**src/hw/sml_pkg.sv**
```systemverilog
// Purpose: constants and layouts of the static station table and forwarding controls
// Assumes: 8-bit register port, one 100 MHz switch clock
// Notes: shared by sml_lookup_top and sml_entry_mem
// Operation
// - every destination lookup consults the static table and the learned dynamic table result; the code uses neither for invalid-vlan frames in vlan mode.
// - source lookups use only the dynamic table result and never the static entries.
// - a destination hit in both tables takes the static result and drops the dynamic one.
// - static entries are never aged or removed by the hardware, only by software writes.
// - the static table holds eight 58-bit entries whose bits 47-0 are the station address.
// - entry bits 57-54 hold a four-bit filter group id that resets to zero.
// - with entry bit 53 set a hit needs both group id and address to match, else the address alone.
// - entry bit 52 set lets hits bypass the port transmit and receive enables.
// - only entries with bit 51 set are used, and that bit resets to zero.
// - entry bits 50-48 are the port mask for ports 1 to 3, and 111 means all but the ingress port.
// - bits 6-4 of the invalid-tag register give the ports for frames with an invalid vlan id, reset zero.
// - tag-insert bits 2, 1 and 0 insert the port 2 tag at port 3, port 3 tag at port 1 and port 3 tag at port 2.
// - tag-insert bits 5, 4 and 3 insert the port 1 tag at port 2, port 1 tag at port 3 and port 2 tag at port 1.
// - in vlan mode a frame with an invalid vlan id goes to the invalid-tag ports minus ingress, dropped if none remain; its source is not learned.

package sml_pkg;

  // ------------------------------------------------------------
  // table geometry and entry fields
  // ------------------------------------------------------------
  localparam int ENTRIES    = 8;
  localparam int IDX_W      = 3;
  localparam int ENTRY_W    = 58;
  localparam int MAC_LSB    = 0;
  localparam int MAC_W      = 48;
  localparam int PORTS_LSB  = 48;
  localparam int PORT_CNT   = 3;
  localparam int VALID_BIT  = 51;
  localparam int OVR_BIT    = 52;
  localparam int USEGRP_BIT = 53;
  localparam int GRP_LSB    = 54;
  localparam int GRP_W      = 4;
  localparam logic [ENTRY_W-1:0] ENTRY_RESET = 58'h0;
  localparam logic [PORT_CNT-1:0] PORTS_ALL  = 3'h7;

  // ------------------------------------------------------------
  // register port
  // ------------------------------------------------------------
  localparam int REG_W     = 8;
  localparam int DATA_BYTES = 8;
  localparam int TOP_BYTE_W = 2;
  localparam logic [7:0] ADDR_TBL_CTRL   = 8'h79;
  localparam logic [7:0] ADDR_TBL_INDEX  = 8'h7a;
  localparam logic [7:0] ADDR_DATA_FIRST = 8'h7c;
  localparam logic [7:0] ADDR_TAG_INSERT = 8'hc2;
  localparam logic [7:0] ADDR_BAD_VLAN   = 8'hc6;
  localparam int CTRL_READ_BIT = 4;
  localparam int CTRL_SEL_LSB  = 2;
  localparam logic [1:0] SEL_STATIC = 2'h0;
  localparam int TAG_INSERT_W  = 6;
  localparam int BAD_VLAN_LSB  = 4;
  localparam logic [7:0] REG_RESET = 8'h00;

endpackage
```
**src/hw/sml_mem_if.sv**
```systemverilog
// Purpose: connection between the lookup core and the entry store
// Assumes: single clock domain
// Notes: write and read strobes are one-cycle pulses
`timescale 1ns/1ps
`default_nettype none

interface sml_mem_if #(
  parameter int DEPTH = sml_pkg::ENTRIES,
  parameter int WIDTH = sml_pkg::ENTRY_W,
  parameter int AW    = sml_pkg::IDX_W
);
  logic             we;
  logic [AW-1:0]    waddr;
  logic [WIDTH-1:0] wdata;
  logic             re;
  logic [AW-1:0]    raddr;
  logic [WIDTH-1:0] rdata;
  logic [DEPTH*WIDTH-1:0] entries;

  modport core (output we, output waddr, output wdata, output re, output raddr,
                input rdata, input entries);
  modport mem  (input we, input waddr, input wdata, input re, input raddr,
                output rdata, output entries);
endinterface

`default_nettype wire

```
**src/hw/sml_entry_mem.sv**
```systemverilog
// Purpose: storage of the static station entries
// Assumes: written only through the register port
// Notes: all entries visible in parallel for lookup; read data registered
`timescale 1ns/1ps
`default_nettype none

module sml_entry_mem #(
  parameter int DEPTH = sml_pkg::ENTRIES,
  parameter int WIDTH = sml_pkg::ENTRY_W
)(
  input  wire logic sys_clk_i,
  input  wire logic sys_rst_i,
  sml_mem_if.mem    mem
);

  logic [WIDTH-1:0] store_reg [DEPTH];
  logic [WIDTH-1:0] store_next [DEPTH];
  logic [WIDTH-1:0] rdata_reg;
  logic [WIDTH-1:0] rdata_next;

  // ------------------------------------------------------------
  // next values
  // ------------------------------------------------------------
  always_comb
  begin
    for (int i = 0; i < DEPTH; i++)
    begin
      store_next[i] = store_reg[i];
      // only software writes change an entry; nothing ages them
      if (mem.we && (int'(mem.waddr) == i))
      begin
        store_next[i] = mem.wdata;
      end
    end
    rdata_next = mem.re ? store_reg[mem.raddr] : rdata_reg;
  end

  always_ff @(posedge sys_clk_i)
  begin
    if (sys_rst_i)
    begin
      for (int i = 0; i < DEPTH; i++)
      begin
        store_reg[i] <= sml_pkg::ENTRY_RESET;
      end
      rdata_reg <= sml_pkg::ENTRY_RESET;
    end
    else
    begin
      for (int i = 0; i < DEPTH; i++)
      begin
        store_reg[i] <= store_next[i];
      end
      rdata_reg <= rdata_next;
    end
  end

  always_comb
  begin
    for (int i = 0; i < DEPTH; i++)
    begin
      mem.entries[i*WIDTH +: WIDTH] = store_reg[i];
    end
  end

  assign mem.rdata = rdata_reg;

endmodule // sml_entry_mem

`default_nettype wire

```
**src/hw/sml_lookup_top.sv**
```systemverilog
// Purpose: static station table, destination resolution and egress tag controls
// Assumes: dynamic table and vlan table results arrive with the lookup request
// Notes: register port is byte wide; lookup answer one cycle after request
`timescale 1ns/1ps
`default_nettype none

module sml_lookup_top (
  input  wire logic        sys_clk_i,
  input  wire logic        sys_rst_i,
  // register port
  input  wire logic [7:0]  reg_addr_i,
  input  wire logic        reg_wr_i,
  input  wire logic        reg_rd_i,
  input  wire logic [7:0]  reg_wdata_i,
  output logic      [7:0]  reg_rdata_o,
  output logic             reg_rvalid_o,
  // lookup request
  input  wire logic        lookup_req_i,
  input  wire logic [47:0] destination_station_i,
  input  wire logic [3:0]  filter_group_id_i,
  input  wire logic [1:0]  origin_port_i,
  input  wire logic        vlan_mode_i,
  input  wire logic        vlan_valid_i,
  input  wire logic [2:0]  vlan_members_i,
  input  wire logic        dyn_hit_i,
  input  wire logic [2:0]  dyn_ports_i,
  input  wire logic        src_dyn_hit_i,
  // lookup answer
  output logic             fwd_valid_o,
  output logic      [2:0]  fwd_ports_o,
  output logic             fwd_drop_o,
  output logic             fwd_override_o,
  output logic             fwd_static_hit_o,
  output logic             learn_source_o,
  output logic      [5:0]  tag_insert_o
);

  localparam int EW = sml_pkg::ENTRY_W;
  localparam int NE = sml_pkg::ENTRIES;
  localparam int DB = sml_pkg::DATA_BYTES;

  sml_mem_if mem_bus ();

  sml_entry_mem #(
    .DEPTH (NE),
    .WIDTH (EW)
  ) u_entry_mem (
    .sys_clk_i (sys_clk_i),
    .sys_rst_i (sys_rst_i),
    .mem       (mem_bus.mem)
  );

  // ------------------------------------------------------------
  // register state
  // ------------------------------------------------------------
  logic [7:0] ctrl_reg;
  logic [7:0] ctrl_next;
  logic [7:0] data_reg [DB];
  logic [7:0] data_next [DB];
  logic [5:0] tag_reg;
  logic [5:0] tag_next;
  logic [2:0] bad_vlan_port_mask_reg;
  logic [2:0] bad_vlan_port_mask_next;
  logic       fill_reg;
  logic       fill_next;
  logic [7:0] rdata_reg;
  logic [7:0] rdata_next;
  logic       rvalid_reg;
  logic       rvalid_next;

  logic [63:0]   data_flat;
  logic          index_hit;
  logic          is_static_sel;
  logic [2:0]    data_sel;
  logic          data_hit;

  always_comb
  begin
    for (int b = 0; b < DB; b++)
    begin
      data_flat[(DB-1-b)*8 +: 8] = data_reg[b];
    end
  end

  assign is_static_sel = (ctrl_reg[sml_pkg::CTRL_SEL_LSB +: 2] == sml_pkg::SEL_STATIC);
  assign index_hit     = (reg_addr_i == sml_pkg::ADDR_TBL_INDEX);
  assign data_hit      = (reg_addr_i >= sml_pkg::ADDR_DATA_FIRST) &&
                         (reg_addr_i < (sml_pkg::ADDR_DATA_FIRST + 8'(DB)));
  assign data_sel      = 3'(reg_addr_i - sml_pkg::ADDR_DATA_FIRST);

  // indirect table access: index write triggers the operation
  assign mem_bus.we    = reg_wr_i && index_hit && is_static_sel &&
                         !ctrl_reg[sml_pkg::CTRL_READ_BIT];
  assign mem_bus.re    = reg_wr_i && index_hit && is_static_sel &&
                         ctrl_reg[sml_pkg::CTRL_READ_BIT];
  assign mem_bus.waddr = reg_wdata_i[sml_pkg::IDX_W-1:0];
  assign mem_bus.raddr = reg_wdata_i[sml_pkg::IDX_W-1:0];
  assign mem_bus.wdata = data_flat[EW-1:0];

  always_comb
  begin
    ctrl_next               = ctrl_reg;
    tag_next                = tag_reg;
    bad_vlan_port_mask_next = bad_vlan_port_mask_reg;
    fill_next               = mem_bus.re;
    rvalid_next             = reg_rd_i;
    rdata_next              = rdata_reg;
    for (int b = 0; b < DB; b++)
    begin
      data_next[b] = data_reg[b];
    end
    if (reg_wr_i)
    begin
      if (reg_addr_i == sml_pkg::ADDR_TBL_CTRL)
      begin
        ctrl_next = reg_wdata_i;
      end
      if (reg_addr_i == sml_pkg::ADDR_TAG_INSERT)
      begin
        tag_next = reg_wdata_i[sml_pkg::TAG_INSERT_W-1:0];
      end
      if (reg_addr_i == sml_pkg::ADDR_BAD_VLAN)
      begin
        bad_vlan_port_mask_next = reg_wdata_i[sml_pkg::BAD_VLAN_LSB +: sml_pkg::PORT_CNT];
      end
      if (data_hit)
      begin
        data_next[data_sel] = reg_wdata_i;
      end
    end
    // table read lands in the data bytes; it wins over a same-cycle byte write
    if (fill_reg)
    begin
      for (int b = 0; b < DB; b++)
      begin
        data_next[b] = 8'({6'h00, mem_bus.rdata} >> ((DB-1-b)*8));
      end
    end
    // upper byte holds only entry bits 57-56
    data_next[0] = data_next[0] & 8'((1 << sml_pkg::TOP_BYTE_W) - 1);
    if (reg_rd_i)
    begin
      rdata_next = 8'h00;
      if (reg_addr_i == sml_pkg::ADDR_TBL_CTRL)
      begin
        rdata_next = ctrl_reg;
      end
      if (reg_addr_i == sml_pkg::ADDR_TAG_INSERT)
      begin
        rdata_next = {2'h0, tag_reg};
      end
      if (reg_addr_i == sml_pkg::ADDR_BAD_VLAN)
      begin
        rdata_next = {1'h0, bad_vlan_port_mask_reg, 4'h0};
      end
      if (data_hit)
      begin
        rdata_next = data_reg[data_sel];
      end
    end
  end

  always_ff @(posedge sys_clk_i)
  begin
    if (sys_rst_i)
    begin
      ctrl_reg               <= sml_pkg::REG_RESET;
      tag_reg                <= '0;
      bad_vlan_port_mask_reg <= '0;
      fill_reg               <= 1'b0;
      rdata_reg              <= sml_pkg::REG_RESET;
      rvalid_reg             <= 1'b0;
      for (int b = 0; b < DB; b++)
      begin
        data_reg[b] <= sml_pkg::REG_RESET;
      end
    end
    else
    begin
      ctrl_reg               <= ctrl_next;
      tag_reg                <= tag_next;
      bad_vlan_port_mask_reg <= bad_vlan_port_mask_next;
      fill_reg               <= fill_next;
      rdata_reg              <= rdata_next;
      rvalid_reg             <= rvalid_next;
      for (int b = 0; b < DB; b++)
      begin
        data_reg[b] <= data_next[b];
      end
    end
  end

  // ------------------------------------------------------------
  // destination resolution
  // ------------------------------------------------------------
  logic [2:0] res_ports_reg;
  logic [2:0] res_ports_next;
  logic       res_valid_reg;
  logic       res_valid_next;
  logic       res_drop_reg;
  logic       res_drop_next;
  logic       res_ovr_reg;
  logic       res_ovr_next;
  logic       res_static_reg;
  logic       res_static_next;
  logic       res_learn_reg;
  logic       res_learn_next;

  logic [EW-1:0] ent;
  logic          st_hit;
  logic [EW-1:0] st_ent;
  logic [2:0]    ingress_mask;
  logic [2:0]    mask_sel;
  logic          bad_vlan;

  always_comb
  begin
    st_hit = 1'b0;
    st_ent = '0;
    ent    = '0;
    // scan downward so the lowest matching index is taken last
    for (int i = NE-1; i >= 0; i--)
    begin
      ent = mem_bus.entries[i*EW +: EW];
      if (ent[sml_pkg::VALID_BIT] &&
          (ent[sml_pkg::MAC_LSB +: sml_pkg::MAC_W] == destination_station_i) &&
          (!ent[sml_pkg::USEGRP_BIT] ||
           (ent[sml_pkg::GRP_LSB +: sml_pkg::GRP_W] == filter_group_id_i)))
      begin
        st_hit = 1'b1;
        st_ent = ent;
      end
    end
  end

  assign ingress_mask = 3'(1) << origin_port_i;
  assign bad_vlan     = vlan_mode_i && !vlan_valid_i;

  always_comb
  begin
    res_valid_next  = lookup_req_i;
    res_ports_next  = res_ports_reg;
    res_drop_next   = res_drop_reg;
    res_ovr_next    = res_ovr_reg;
    res_static_next = res_static_reg;
    res_learn_next  = 1'b0;
    mask_sel        = '0;
    if (lookup_req_i)
    begin
      res_ovr_next    = 1'b0;
      res_static_next = 1'b0;
      res_drop_next   = 1'b0;
      // source side uses only the dynamic result
      res_learn_next  = !src_dyn_hit_i && !bad_vlan;
      // invalid tag: configured ports minus ingress, drop when none remain
      if (bad_vlan)
      begin
        mask_sel      = bad_vlan_port_mask_reg & ~ingress_mask;
        res_drop_next = (mask_sel == '0);
      end
      else if (st_hit)
      begin
        mask_sel        = st_ent[sml_pkg::PORTS_LSB +: sml_pkg::PORT_CNT];
        res_ovr_next    = st_ent[sml_pkg::OVR_BIT];
        res_static_next = 1'b1;
        if (mask_sel == sml_pkg::PORTS_ALL)
        begin
          mask_sel = sml_pkg::PORTS_ALL & ~ingress_mask;
        end
      end
      else if (dyn_hit_i)
      begin
        mask_sel = dyn_ports_i;
      end
      else
      begin
        mask_sel = vlan_members_i & ~ingress_mask;
      end
      res_ports_next = res_drop_next ? 3'h0 : mask_sel;
    end
  end

  always_ff @(posedge sys_clk_i)
  begin
    if (sys_rst_i)
    begin
      res_valid_reg  <= 1'b0;
      res_ports_reg  <= '0;
      res_drop_reg   <= 1'b0;
      res_ovr_reg    <= 1'b0;
      res_static_reg <= 1'b0;
      res_learn_reg  <= 1'b0;
    end
    else
    begin
      res_valid_reg  <= res_valid_next;
      res_ports_reg  <= res_ports_next;
      res_drop_reg   <= res_drop_next;
      res_ovr_reg    <= res_ovr_next;
      res_static_reg <= res_static_next;
      res_learn_reg  <= res_learn_next;
    end
  end

  // ------------------------------------------------------------
  // outputs
  // ------------------------------------------------------------
  assign reg_rdata_o      = rdata_reg;
  assign reg_rvalid_o     = rvalid_reg;
  assign fwd_valid_o      = res_valid_reg;
  assign fwd_ports_o      = res_ports_reg;
  assign fwd_drop_o       = res_drop_reg;
  assign fwd_override_o   = res_ovr_reg;
  assign fwd_static_hit_o = res_static_reg;
  assign learn_source_o   = res_learn_reg;
  assign tag_insert_o     = tag_reg;

endmodule // sml_lookup_top

`default_nettype wire

```
**config.mk**
```make
export PLATFORM = sky130hd
export DESIGN_NAME = sml_lookup_top
export DESIGN_NICKNAME = d
export VERILOG_FILES = /design/src/hw/sml_pkg.sv /design/src/hw/sml_mem_if.sv /design/src/hw/sml_entry_mem.sv /design/src/hw/sml_lookup_top.sv
export SDC_FILE = /design/constraint.sdc
export NUM_CORES = 2
export LEC_CHECK = 0
export BUFFER_PORTS_ARGS = -buffer_cell sky130_fd_sc_hd__buf_4
export CAP_MARGIN = 20
export CORE_MARGIN = 3
export CORE_UTILIZATION = 40
export DETAILED_ROUTE_END_ITERATION = 10
export GPL_TIMING_DRIVEN = 1
export PLACE_DENSITY = 0.57
export SYNTH_ARGS = -nofsm -noshare
export SYNTH_HDL_FRONTEND = slang
export SYNTH_SLANG_ARGS = --single-unit
```
**constraint.sdc**
```tcl
create_clock -name sys_clk_i -period 2.65 [get_ports sys_clk_i]
set_input_delay 0.265 -clock sys_clk_i [delete_from_list [all_inputs] [get_ports sys_clk_i]]
set_output_delay 0.265 -clock sys_clk_i [all_outputs]
set_load 0.02 [all_outputs]
```
==> impl_metrics.env <==
export IMPL_crit_path_end_kind="flop"
export IMPL_yosysWarnings=0
export IMPL_p_leak_uw=0.0160
export IMPL_grtUsageTotal_pct=36.0
export IMPL_synth_mux_area_fraction_pct=12.7
export IMPL_fin_ws_ns=-0.490
export IMPL_drc=0
export IMPL_drive_above_1_share_pct=26.5
export IMPL_antenna_found_initial=10
export IMPL_synth_top_family_by_area="simple AND/OR/NAND/NOR gates"
export IMPL_startpoint_type="flop"
export IMPL_synthFlopType="dfxtp_1"
export IMPL_area_growth_pct=30.6
export IMPL_htreeDepth=3
export IMPL_cp_data_arrival_time_ns=3.62
export IMPL_viasPerCell=5.84
export IMPL_drt_iter0_drc=4211
export IMPL_cts_tree="done"
export IMPL_gp_congestion=1.12
export IMPL_die_area_um2=83100
export IMPL_fp_row_count=102
export IMPL_first_global_vias=29300
export IMPL_powerDensity_nw_per_um2=515
export IMPL_dp_final_hpwl_um=107000
export IMPL_ir_drop_uv=367
export IMPL_drv_slew=0
export IMPL_crit_buf_inv=4
export IMPL_ioPinCount=108
export IMPL_die_w_um=288
export IMPL_postRouteAntennaNets=0
export IMPL_worstPathRequired_ns=3.13
export IMPL_cp_max_fo=6
export IMPL_wirelength_um=153000
export IMPL_final_cell_mix="986 x nand2_1, 755 x buf_4, 601 x dfxtp_1"
export IMPL_synth_seq_area_share_pct=38.6
export IMPL_firstDrtPassIters=8
export IMPL_slowest_stage="xor2_1"
export IMPL_root_buffer="clkbuf_16"
export IMPL_worst_pin_slew_ns=0.821
export IMPL_cts_sinks=615
export IMPL_ys_ff_latch=615
export IMPL_instances_no_fill=5468
export IMPL_clk_pin_slew_ns=0.06
export IMPL_finalClockSkew_ns=0.0338
export IMPL_fmax_mhz=319
export IMPL_io_buffer_count=107
export IMPL_nFillCells=7225
export IMPL_rsz0062_at_grt="yes"
export IMPL_grt_pass1_wl_um=215000
export IMPL_synth_adder_area_share_pct=0
export IMPL_core_um2=78200
export IMPL_tns_ns=-1.90
export IMPL_largest_reg_flops=464
export IMPL_hp_class="in -> reg"
export IMPL_grt_start_max_net_pins=117
export IMPL_period_needed_ns=3.14
export IMPL_wire_per_inst_um=28.0
export IMPL_synth_compound_area_share_pct=13.2
export IMPL_crit_chain="xor2_1 -> nor4_2 -> buf_4 -> nand3_1 -> nor4_4 -> buf_12 -> buf_4 -> buf_4 -> o211a_1 -> o311a_1 -> o41ai_2 -> a211oi_1"
export IMPL_crit_path_max_incr_delay_ns=0.66
export IMPL_nets=4457
export IMPL_drv_cap=0
export IMPL_dp_cells=5330
export IMPL_netlist_instances=3849
export IMPL_crit_family="compound AO/OA/AOI/OAI gates"
export IMPL_status="complete, but fails checks"
export IMPL_gr_total_overflow=0
export IMPL_failed_checks="negative setup slack"
export IMPL_hold_viol=0
export IMPL_vias=32000
export IMPL_cpMostUsedCell="buf_4"
export IMPL_synth_xor_area_share_pct=10.6
export IMPL_numCtsBuffers=72
export IMPL_clk_latency_ns=0.63
export IMPL_relSlewSlack_pct=45.3
export IMPL_synthArstFlopShare_pct=0
export IMPL_syn_nets=3934
export IMPL_die_h_um=288
export IMPL_initial_core_util_pct=40.7
export IMPL_setup_violations=5
export IMPL_clock_path_buffers=3
export IMPL_syn_area_um2=31900
export IMPL_synth_simple_area_share_pct=19.5
export IMPL_crit_type="reg -> reg"
export IMPL_fin_crit_sh_pct=118
export IMPL_ys_types=73
export IMPL_final_common_cell="nand2_1"
export IMPL_syn_area_per_cell_um2=8.28
export IMPL_synth_edf_count=0
==> per-stage QoR <==
step                      util, %  power [µW]  worst slack (ns)  hold WS (ns)  instance area (µm²)
after floorplan                 -       10300           0.00339         0.344                31900
after global placement       49.2       11200             -1.27         0.442                38500
after detailed placement     49.2       11200             -1.12         0.443                38500
after CTS                    53.1       21400            -0.355        0.0348                41500
after global routing         53.2       21900            -0.497        0.0674                41600
final                        53.2       21500            -0.490        0.0786                41600
==> power breakdown <==
| part | internal (µW) | leakage [µW] | switching [µW] |
|---|---|---|---|
| Combinational | 677 | 0.00988 | 1160 |
| Sequential | 9260 | 0.00496 | 11.8 |
| Clock | 6110 | 0.00116 | 4240 |
==> synthesized netlist by cell type (6+ instances only) <==
library cell  number  area (µm²)
a211oi_1          63         473
dfxtp_1          615       12300
xor2_1           248        2170
o221ai_1           8        70.1
buf_6             11         124
and3_1            13        81.3
buf_2             42         210
mux4_2           121        2730
nand2b_1          13        81.3
and4_1             7        61.3
clkbuf_1         264         991
nor2b_1           17         106
inv_1             31         116
a311oi_1          12         105
nor4_1            64         400
buf_1             45         169
o21ai_0           10        50.1
nor3b_1            6        45.0
a21oi_1          557        2790
buf_4              9        67.6
a221oi_1           9        78.8
nor2_1           215         807
xnor2_1          138        1210
o41ai_1            7        61.3
nor3_1            15        75.1
nand4_1           48         300
a22oi_1           12        90.1
nand3_1           39         195
mux2_2            13         146
mux2i_1          117        1170
nand2_1          987        3700
==> final timing paths <==
kind | depth (start not counted) | to | from | slack [ns]
worst max-delay path | 12 | fwd_ports_o[0]$_SDFFE_PP0P_ | u_entry_mem.store_reg[6][33]$_SDFFE_PP0P_ | -0.49
worst min-delay path | 3 | ctrl_reg[0]$_SDFFE_PP0P_ | reg_wdata_i[0] | 0.08
worst max register to register | 12 | fwd_ports_o[0]$_SDFFE_PP0P_ | u_entry_mem.store_reg[6][33]$_SDFFE_PP0P_ | -0.49
worst min register to register | 2 | ctrl_reg[0]$_SDFFE_PP0P_ | ctrl_reg[0]$_SDFFE_PP0P_ | 0.46
==> metal layers <==
| metal | part of all wire (%) | global-route usage (%) | routed length (µm) | vias to the layer above |
|---|---|---|---|---|
| li1 | - | - | - | 14200 |
| met3 | 13 | 9.03 | 19600 | 478 |
| met5 | 0.045 | 0 | 69 | - |
| met4 | 6.7 | 19.9 | 10300 | 10 |
| met1 | 39 | 48.4 | 59200 | 15300 |
| met2 | 42 | 52.8 | 63700 | 2020 |
==> cells by family (layout without fill, tap and decap cells) <==
logic type	after synthesis	count (layout)
other	0	4
AO/OA/AOI/OAI	734	734
buffers and inverters	403	978
multiplexers	251	251
flip-flops	615	615
AND/OR/NAND/NOR	1460	1460
XOR/XNOR	386	386
==> worst reg2reg max path: cells and delay by family (launching register included) <==
| family | cells | cell delay [ns] |
|---|---|---|
| compound gates | 4 | 1.04 |
| xor+xnor | 1 | 0.66 |
| simple gates | 3 | 0.30 |
| flops | 1 | 0.39 |
| buf+inv | 4 | 0.60 |
==> area by class of cell <==
cell class	count	area (µm²)	share of cell area, %
antenna	4	10.0	0.0241
clock buffer	111	2130	5.12
multi-input combinational	2831	18600	44.6
inverter	32	120	0.289
sequential	615	12300	29.6
tap	1040	1300	3.13
clock inverter	15	244	0.586
timing repair buffer	820	6900	16.6
==> what timing repair did <==
action / 4_1_cts / 5_1_grt
setup endpoints to repair: 5 / 5
gates resized for setup: 95 / 16
pin swaps: 43 / 15
setup buffers: 5 / 1
hold endpoints to repair: 10 / 0
hold buffers: 3 / 0
(Power assumes the default switching activity.)
